### src/core/anp_pkg.sv
// Overview of operation
// - The expansion status register is read-only, shows partner auto-negotiation ability in bit 0 and a latched parallel-detection fault in bit 4, and reads zero in bits 15 to 5.
// - The page-received flag in bit 1 latches high when a next page arrives from the partner, is zero otherwise and resets to zero.
// - The local next-page ability flag in bit 2 always reads one, including straight after reset.
// - The partner next-page ability flag in bit 3 reads one only while the partner reports next-page ability and resets to zero.
// - In the transmit page, software writes bit 15 as zero for the last page or one when more follow, and bit 13 as one for a message page or zero for an unformatted one; they reset to zero and one.
// - Software writes the second-acknowledge bit 12 as one when it can comply with the received message and zero otherwise; it resets to zero.
// - The toggle bit 11 of the transmit page is read-only and driven by the device as the opposite of the previous sent code word's toggle; it resets to zero.
// - Software loads the eleven-bit code field in bits 10 to 0, which resets to zero except bit 0, which resets to one.
// - The partner next-page register is read-only, holds the received page's fields in the same positions as the transmit page and resets to zero.

package anp_pkg;

    // Register addresses on the management bus.
    localparam logic [4:0] ANP_REG_EXP = 5'h06;
    localparam logic [4:0] ANP_REG_TXNP = 5'h07;
    localparam logic [4:0] ANP_REG_PNP = 5'h08;

    // Bit positions of the expansion status register.
    localparam int ANP_EXP_PD_FAULT = 4;
    localparam int ANP_EXP_PARTNER_NP = 3;
    localparam int ANP_EXP_LOCAL_NP = 2;
    localparam int ANP_EXP_PAGE_RX = 1;
    localparam int ANP_EXP_PARTNER_AN = 0;
    localparam logic ANP_LOCAL_NP_VALUE = 1'b1;

    // Bit positions of a next page word.
    localparam int ANP_NP_MORE = 15;
    localparam int ANP_NP_RSVD = 14;
    localparam int ANP_NP_MSG = 13;
    localparam int ANP_NP_ACK2 = 12;
    localparam int ANP_NP_TOGGLE = 11;
    localparam int ANP_NP_CODE_MSB = 10;

    // Management frame framing.
    localparam logic [5:0] ANP_PRE_BITS = 6'h20;
    localparam logic [5:0] ANP_HDR_LAST = 6'h0C;
    localparam logic [5:0] ANP_TA_LAST = 6'h01;
    localparam logic [5:0] ANP_DATA_LAST = 6'h0F;
    localparam logic [1:0] ANP_OP_READ = 2'h2;
    localparam logic [1:0] ANP_OP_WRITE = 2'h1;

    typedef struct packed {
        logic more;
        logic rsvd;
        logic msg;
        logic ack2;
        logic toggle;
        logic [10:0] code;
    } anp_page_type;

    typedef struct packed {
        logic rd;
        logic wr;
        logic [4:0] addr;
        logic [15:0] wdata;
    } anp_req_type;

    typedef enum logic [1:0] {
        ANP_PRE,
        ANP_HDR,
        ANP_TA,
        ANP_DATA
    } anp_mdio_state_type;

    localparam anp_page_type ANP_TXNP_RESET = 16'h2001;
    localparam anp_page_type ANP_PNP_RESET = 16'h0000;
    localparam anp_req_type ANP_REQ_RESET = 23'h000000;

    // Turns a raw word into a page with the reserved bit forced to zero.
    function automatic anp_page_type anp_clean_page(input logic [15:0] w);
        anp_page_type p;
        p = w;
        p.rsvd = 1'b0;
        return p;
    endfunction

endpackage

### src/core/anp_regs.sv
`timescale 1ns/1ps
`default_nettype none

module anp_regs
    import anp_pkg::*;
(
    // Clock and reset.
    input wire logic mclk,
    input wire logic arst_n,
    // Serial management pins.
    input wire logic mdc,
    input wire logic mdio_i,
    output logic mdio_o,
    output logic mdio_oe_n,
    input wire logic [4:0] phy_addr,
    // Status from the negotiation engine.
    input wire logic partner_an_able,
    input wire logic partner_np_able,
    input wire logic pd_fault,
    input wire logic page_rx_evt,
    input wire anp_page_type rx_page,
    input wire logic tx_word_sent,
    // Outgoing next page to the negotiation engine.
    output anp_page_type tx_page
);

    anp_req_type req;
    logic [15:0] rdata;
    logic pd_flag;
    logic page_flag;
    anp_page_type txnp_r;
    anp_page_type txnp_nxt;
    anp_page_type pnp_r;
    anp_page_type pnp_nxt;
    anp_page_type wr_page;
    anp_page_type rx_clean;
    logic [15:0] exp_word;

    // Decoded accesses.
    wire rd_exp = req.rd && (req.addr == ANP_REG_EXP);
    wire wr_txnp = req.wr && (req.addr == ANP_REG_TXNP);
    wire sel_exp = req.addr == ANP_REG_EXP;
    wire sel_txnp = req.addr == ANP_REG_TXNP;
    wire sel_pnp = req.addr == ANP_REG_PNP;

    anp_mdio_slave u_mdio (
        .mclk(mclk),
        .arst_n(arst_n),
        .mdc(mdc),
        .mdio_i(mdio_i),
        .mdio_o(mdio_o),
        .mdio_oe_n(mdio_oe_n),
        .phy_addr(phy_addr),
        .req(req),
        .rdata(rdata)
    );

    // Parallel detection fault, latched until the expansion register is read.
    anp_lh_flag u_pd_flag (
        .mclk(mclk),
        .arst_n(arst_n),
        .set(pd_fault),
        .clr(rd_exp),
        .flag_r(pd_flag)
    );

    // Page received, set by each arriving next page.
    anp_lh_flag u_page_flag (
        .mclk(mclk),
        .arst_n(arst_n),
        .set(page_rx_evt),
        .clr(rd_exp),
        .flag_r(page_flag)
    );

    // Expansion status word; upper bits stay zero.
    assign exp_word = {11'h000, pd_flag, partner_np_able,
        ANP_LOCAL_NP_VALUE, page_flag, partner_an_able};

    // Read data multiplexer; other addresses read zero.
    assign rdata = sel_exp ? exp_word :
        sel_txnp ? 16'(txnp_r) :
        sel_pnp ? 16'(pnp_r) : 16'h0000;

    // Software fields of the transmit page; reserved bit stays zero.
    assign wr_page = anp_clean_page(req.wdata);

    // The toggle is kept from writes and flips for each sent word.
    always_comb begin
        txnp_nxt = txnp_r;
        if (wr_txnp) begin
            txnp_nxt = wr_page;
        end
        txnp_nxt.toggle = tx_word_sent ? ~txnp_r.toggle
            : txnp_r.toggle;
    end

    // Partner page captured on arrival.
    assign rx_clean = anp_clean_page(rx_page);
    assign pnp_nxt = page_rx_evt ? rx_clean : pnp_r;

    always_ff @(posedge mclk or negedge arst_n) begin
        if (!arst_n) begin
            txnp_r <= ANP_TXNP_RESET;
            pnp_r <= ANP_PNP_RESET;
        end else begin
            txnp_r <= txnp_nxt;
            pnp_r <= pnp_nxt;
        end
    end

    assign tx_page = txnp_r;

    // Checks on the register bank.
    exp_upper_zero_a: assert property (
        @(posedge mclk) disable iff (!arst_n)
        sel_exp |-> rdata[15:5] == 11'h000
    ) else $error("Expansion upper bits not zero.");

    pd_fault_latch_a: assert property (
        @(posedge mclk) disable iff (!arst_n)
        pd_fault |=> rdata[ANP_EXP_PD_FAULT] || !sel_exp
    ) else $error("Parallel fault not latched.");

    partner_an_a: assert property (
        @(posedge mclk) disable iff (!arst_n)
        sel_exp |-> rdata[ANP_EXP_PARTNER_AN] == partner_an_able
    ) else $error("Partner ability bit wrong.");

    page_rx_latch_a: assert property (
        @(posedge mclk) disable iff (!arst_n)
        page_rx_evt |=> page_flag
    ) else $error("Page received not latched.");

    local_np_one_a: assert property (
        @(posedge mclk) disable iff (!arst_n)
        sel_exp |-> rdata[ANP_EXP_LOCAL_NP]
    ) else $error("Local next page bit not one.");

    partner_np_a: assert property (
        @(posedge mclk) disable iff (!arst_n)
        sel_exp |-> rdata[ANP_EXP_PARTNER_NP] == partner_np_able
    ) else $error("Partner next page bit wrong.");

    tx_write_a: assert property (
        @(posedge mclk) disable iff (!arst_n)
        wr_txnp |=> tx_page.more == $past(req.wdata[ANP_NP_MORE])
            && tx_page.msg == $past(req.wdata[ANP_NP_MSG])
    ) else $error("Page control bits not written.");

    ack2_write_a: assert property (
        @(posedge mclk) disable iff (!arst_n)
        wr_txnp |=> tx_page.ack2 == $past(req.wdata[ANP_NP_ACK2])
    ) else $error("Second acknowledge not written.");

    toggle_flip_a: assert property (
        @(posedge mclk) disable iff (!arst_n)
        tx_word_sent |=> tx_page.toggle != $past(tx_page.toggle)
    ) else $error("Toggle did not flip.");

    toggle_hold_a: assert property (
        @(posedge mclk) disable iff (!arst_n)
        !tx_word_sent |=> $stable(tx_page.toggle)
    ) else $error("Toggle changed without a sent word.");

    code_write_a: assert property (
        @(posedge mclk) disable iff (!arst_n)
        wr_txnp |=> tx_page.code == $past(req.wdata[ANP_NP_CODE_MSB:0])
            && !tx_page.rsvd
    ) else $error("Code field not written.");

    pnp_capture_a: assert property (
        @(posedge mclk) disable iff (!arst_n)
        page_rx_evt |=> pnp_r == anp_clean_page($past(rx_page))
    ) else $error("Partner page not captured.");

    pnp_hold_a: assert property (
        @(posedge mclk) disable iff (!arst_n)
        !page_rx_evt |=> $stable(pnp_r)
    ) else $error("Partner page changed by itself.");

    flag_hold_a: assert property (
        @(posedge mclk) disable iff (!arst_n)
        page_flag && !rd_exp |=> page_flag
    ) else $error("Latched flag lost without a read.");

    flag_clear_a: assert property (
        @(posedge mclk) disable iff (!arst_n)
        rd_exp && !page_rx_evt && !pd_fault |=> !page_flag && !pd_flag
    ) else $error("Latched flags not cleared by read.");

endmodule

`default_nettype wire

### src/core/anp_lh_flag.sv
`timescale 1ns/1ps
`default_nettype none

module anp_lh_flag (
    // Clock and reset.
    input wire logic mclk,
    input wire logic arst_n,
    // Cause and read strobe.
    input wire logic set,
    input wire logic clr,
    // Latched state.
    output logic flag_r
);

    logic flag_nxt;

    // A cause in the clearing cycle wins over the read.
    assign flag_nxt = set | (flag_r & ~clr);

    always_ff @(posedge mclk or negedge arst_n) begin
        if (!arst_n) begin
            flag_r <= 1'b0;
        end else begin
            flag_r <= flag_nxt;
        end
    end

endmodule

`default_nettype wire

### src/core/anp_mdio_slave.sv
`timescale 1ns/1ps
`default_nettype none

module anp_mdio_slave
    import anp_pkg::*;
(
    // Clock and reset.
    input wire logic mclk,
    input wire logic arst_n,
    // Management pins.
    input wire logic mdc,
    input wire logic mdio_i,
    output logic mdio_o,
    output logic mdio_oe_n,
    input wire logic [4:0] phy_addr,
    // Register side.
    output anp_req_type req,
    input wire logic [15:0] rdata
);

    anp_mdio_state_type state_r;
    logic mdc_q;
    logic [5:0] cnt_r;
    logic [15:0] sh_r;
    logic is_rd_r;
    anp_req_type req_r;

    wire mdc_rise = mdc & ~mdc_q;
    wire [12:0] hdr = {sh_r[11:0], mdio_i};
    wire [1:0] hdr_op = hdr[11:10];
    wire hdr_ok = hdr[12] && (hdr[9:5] == phy_addr);
    wire hdr_rd = hdr_ok && (hdr_op == ANP_OP_READ);
    wire hdr_wr = hdr_ok && (hdr_op == ANP_OP_WRITE);
    wire [5:0] cnt_inc = cnt_r + 6'h01;

    assign req = req_r;

    always_ff @(posedge mclk or negedge arst_n) begin
        if (!arst_n) begin
            state_r <= ANP_PRE;
            mdc_q <= 1'b0;
            cnt_r <= 6'h00;
            sh_r <= 16'h0000;
            is_rd_r <= 1'b0;
            req_r <= ANP_REQ_RESET;
            mdio_o <= 1'b0;
            mdio_oe_n <= 1'b1;
        end else begin
            mdc_q <= mdc;
            req_r.rd <= 1'b0;
            req_r.wr <= 1'b0;
            if (req_r.rd) begin
                sh_r <= rdata;
            end
            if (mdc_rise) begin
                unique case (state_r)
                    ANP_PRE: begin
                        if (mdio_i) begin
                            if (cnt_r != ANP_PRE_BITS) begin
                                cnt_r <= cnt_inc;
                            end
                        end else if (cnt_r == ANP_PRE_BITS) begin
                            state_r <= ANP_HDR;
                            cnt_r <= 6'h00;
                        end else begin
                            cnt_r <= 6'h00;
                        end
                    end
                    ANP_HDR: begin
                        sh_r <= {sh_r[14:0], mdio_i};
                        cnt_r <= cnt_inc;
                        if (cnt_r == ANP_HDR_LAST) begin
                            cnt_r <= 6'h00;
                            is_rd_r <= hdr_rd;
                            req_r.addr <= hdr[4:0];
                            req_r.rd <= hdr_rd;
                            state_r <= (hdr_rd || hdr_wr) ? ANP_TA : ANP_PRE;
                        end
                    end
                    ANP_TA: begin
                        cnt_r <= cnt_inc;
                        if (is_rd_r) begin
                            mdio_oe_n <= 1'b0;
                        end
                        if (cnt_r == ANP_TA_LAST) begin
                            state_r <= ANP_DATA;
                            cnt_r <= 6'h00;
                            if (is_rd_r) begin
                                mdio_o <= sh_r[15];
                                sh_r <= {sh_r[14:0], 1'b0};
                            end
                        end
                    end
                    ANP_DATA: begin
                        cnt_r <= cnt_inc;
                        if (is_rd_r) begin
                            mdio_o <= sh_r[15];
                            sh_r <= {sh_r[14:0], 1'b0};
                        end else begin
                            sh_r <= {sh_r[14:0], mdio_i};
                        end
                        if (cnt_r == ANP_DATA_LAST) begin
                            state_r <= ANP_PRE;
                            cnt_r <= 6'h00;
                            mdio_oe_n <= 1'b1;
                            mdio_o <= 1'b0;
                            if (!is_rd_r) begin
                                req_r.wr <= 1'b1;
                                req_r.wdata <= {sh_r[14:0], mdio_i};
                            end
                        end
                    end
                endcase
            end
        end
    end

endmodule

`default_nettype wire

### config.mk
export PLATFORM = sky130hd
export DESIGN_NAME = anp_regs
export DESIGN_NICKNAME = d
export VERILOG_FILES = /design/src/core/anp_pkg.sv /design/src/core/anp_regs.sv /design/src/core/anp_lh_flag.sv /design/src/core/anp_mdio_slave.sv
export SDC_FILE = /design/constraint.sdc
export NUM_CORES = 1
export LEC_CHECK = 0
export BUFFER_PORTS_ARGS = -buffer_cell sky130_fd_sc_hd__buf_4
export CORE_ASPECT_RATIO = 0.75
export CORE_UTILIZATION = 23
export CTS_CLUSTER_SIZE = 16
export DETAILED_ROUTE_END_ITERATION = 8
export PLACE_DENSITY_LB_ADDON = 0.15
export SLEW_MARGIN = 10
export SYNTH_ARGS = -nofsm -noshare
export SYNTH_HDL_FRONTEND = slang
export SYNTH_SLANG_ARGS = --single-unit
export TNS_END_PERCENT = 100
### constraint.sdc
create_clock -name mclk -period 2.4 [get_ports mclk]
set_input_delay 0 -clock mclk [delete_from_list [all_inputs] [get_ports mclk]]
set_output_delay 0 -clock mclk [all_outputs]
set_load 0.1 [all_outputs]
==> results.txt <==
status -> finished, violations left
CP max stage cell -> dfrtp_1
asr flop ratio synth -> 100%
Post-route DRC -> 3
setup tns final -> 0 ps
Die Span Y -> 115 um
Leak -> 0.00223 uW
DRT iter0 DRCs -> 177
nets -> 433
drt wl/cell -> 16.8 um
count of warnings emitted by yosys -> 0
dpl hpwl -> 7200 um
maximum fanout along the worst path -> 10
antenna cells -> 0
FF/Latch Area -> 2030 sq um
failing checks -> design-rule violations
TritonCTS clock tree -> done
Global Route Usage Sum -> 12.7%
Post-synth EDFFs -> 0
Cell Pwr Density -> 785 nW/um^2
Critical Path Sink Type -> flip-flop
Final ANT Viol Nets -> 0
CP Class -> reg -> reg
RSZ-0062 raised after global routing -> false
Final min period -> 1960 ps
Post-Syn Instances -> 332
total CTS buffers -> 9
number of setup buffers added after CTS -> 0
Bufs on Longest Clock Path -> 2
initial core utilization -> 24.0%
Port-buffer cells -> 45
vias per inst -> 4.65
f_max -> 511 MHz
clk_lat worst skew -> 340 ps
final worst path period share -> 81.6%
clk root buf -> clkbuf_16
drt total wl -> 10300 um
vias in the first global route -> 2947
final setup vio count -> 0
drt pass-1 iters -> 6
clk sinks -> 81
layout cells sized above 1 -> 32.1%
Worst Setup Start Kind -> flip-flop
gr ovfl total -> 0
placed insts -> 579
first-pass GRT wire length -> 16900 um
Worst EP arrival -> 2170 ps
count of different cell masters after synthesis -> 57
Hold Vio Cnt, Final -> 0
Die Area -> 17500 sq um
CP required -> 2610 ps
worst path cell trace -> and3b_2, nand3_2, or3b_1, buf_4, mux2_4
Filler Cells Inserted -> 1639
H-tree Lvls -> 3
Synth Area per Inst -> 11.7 sq um
Least-Margin Pin Slew -> 1070 ps
area of the core -> 16300 sq um
synth-to-layout area growth -> 27.2%
Final Skew -> 7.40 ps
via count -> 2859
# rows -> 40
synthesized cell area -> 3900 sq um
worst rel slew slack -> 28.7%
Worst-path clk slew -> 60 ps
Hold Path Class -> in -> reg
CP peak stage delay -> 520 ps
Synth Register Bits -> 81
Peak VDD IR -> 318 uV
antenna violations before repair -> 0
Max Cap Viol -> 0
gp weighted congestion -> 0.770
IO Pins -> 48
Synth Flop Type -> dfrtp_1
largest net degree at the start of global routing -> 82
Finished Layout Cells -> 615
sequential share of the synthesized area -> 52.1%
syn nets -> 365
Multi-input gate area -> 1700 sq um
max-slew violations -> 0
Chip Width -> 152 um
final timing paths:
check	startpoint	end	slack, ps	cells after the start
worst max-delay path	u_mdio.state_r[0]	u_mdio.req[9]	440	5
worst min-delay path	partner_np_able	u_mdio.sh_r[3]	10	3
worst max register to register	u_mdio.state_r[0]	u_mdio.req[9]	440	5
worst min register to register	u_page_flag.flag_r	u_page_flag.flag_r	480	1
max in group asynchronous	arst_n	u_mdio.sh_r[4]	1310	2
min in group asynchronous	arst_n	u_mdio.cnt_r[1]	410	2
final cells by class:
cell class / instances / share of cell area (%)
timing repair buffer: 80 / 13.1
tap: 210 / 5.30
clock buffer: 16 / 5.48
multi-input combinational: 216 / 34.2
sequential: 81 / 41.0
inverter: 12 / 0.908
layout by cell type, fill, tap and decap left out, types with 4 or more instances in the layout:
| master | Yosys | final |
|---|---|---|
| a21o_1 | 12 | 12 |
| a21oi_1 | 19 | 19 |
| a311oi_1 | 4 | 4 |
| a31oi_1 | 4 | 4 |
| buf_4 | 2 | 60 |
| clkbuf_1 | 12 | 5 |
| clkbuf_16 | 0 | 9 |
| dfrtp_1 | 78 | 78 |
| dlygate4sd3_1 | 0 | 20 |
| inv_1 | 12 | 12 |
| mux2_2 | 37 | 37 |
| mux2_4 | 9 | 9 |
| nand2_1 | 9 | 9 |
| nand2b_1 | 4 | 4 |
| nand3_1 | 32 | 32 |
| nor2_1 | 7 | 7 |
| o21ai_0 | 10 | 10 |
| o22a_1 | 9 | 9 |
| o22ai_1 | 4 | 4 |
| xnor2_1 | 9 | 9 |
where the power goes:
part	internal (uW)	switching (uW)	leakage, uW
sequential	1560	244	0.00103
combinational	391	415	0.00107
clock	760	524	0.000131
cell usage after synthesis (4+ instances only):
| cell type | count | area, sq um |
|---|---|---|
| nand2_1 | 9 | 33.8 |
| a21o_1 | 12 | 90.1 |
| o22a_1 | 9 | 78.8 |
| dfrtp_1 | 78 | 1950 |
| o22ai_1 | 4 | 25.0 |
| o21ai_0 | 10 | 50.1 |
| nor2_1 | 7 | 26.3 |
| clkbuf_1 | 12 | 45.0 |
| a311oi_1 | 4 | 35.0 |
| nand2b_1 | 4 | 25.0 |
| a31oi_1 | 4 | 25.0 |
| a21oi_1 | 19 | 95.1 |
| inv_1 | 12 | 45.0 |
| mux2_4 | 9 | 135 |
| xnor2_1 | 9 | 78.8 |
| nand3_1 | 32 | 160 |
| mux2_2 | 37 | 417 |
worst max-delay path: cells and delay by family (launching register included):
kind / cells / cell delay [ps]
and+or+nand+nor: 3 / 790
muxes: 1 / 300
DFF: 1 / 520
buffers and inverters: 1 / 220
flip-flops by register name (all words and copies together) (netlist names), named ones only:
register	cells
u_mdio.req	21
u_mdio.state_r	1
u_mdio.sh_r	16
u_pd_flag.flag_r	1
u_mdio.mdio_oe_n	1
u_mdio.cnt_r	6
u_mdio.is_rd_r	1
tx_page	15
u_page_flag.flag_r	1
u_mdio.mdio_o	1
u_mdio.mdc_q	1
pnp_r	15
repair_timing:
action,in CTS,in global routing
gates resized for setup,0,0
hold buffers,20,0
hold endpoints to repair,97,0
cell families after synthesis:
family	count (synthesis)	share of synthesized area (%)
AOI/OAI and AO/OA	81	14.3
xor gates and xnor gates	11	2.47
adders and majority gates	3	0.963
buffers and inverters	35	4.68
DFF	81	52.1
muxes	47	14.4
other	1	0.0962
and+or+nand+nor	73	11.0
metal layers:
metal | wire length (um) | vias up | share of wire (%) | global-route usage, %
li1 | - | 1360 | - | -
met1 | 5260 | 1423 | 51 | 18.4
met2 | 4320 | 67 | 42 | 18.2
met3 | 639 | 9 | 6.2 | 3.09
met4 | 126 | 0 | 1.2 | 4.42
met5 | 0 | - | 0 | 0
stage by stage:
stage / area (sq um) / hold slack, ps / util [%] / setup slack (ps) / total power, uW
3_5_place_dp: 4490 / 163 / 27.6 / 462 / 2610
3_3_place_gp: 4490 / 161 / 27.6 / 473 / 2610
4_1_cts: 4960 / 8.19 / 30.5 / 454 / 3940
5_1_grt: 4960 / 21.3 / 30.5 / 275 / 4120
6_report: 4960 / 13.9 / 30.5 / 442 / 3890
2_1_floorplan: 3900 / -296 / - / 420 / 2310
Note: power is estimated with default switching activity, not from simulation.
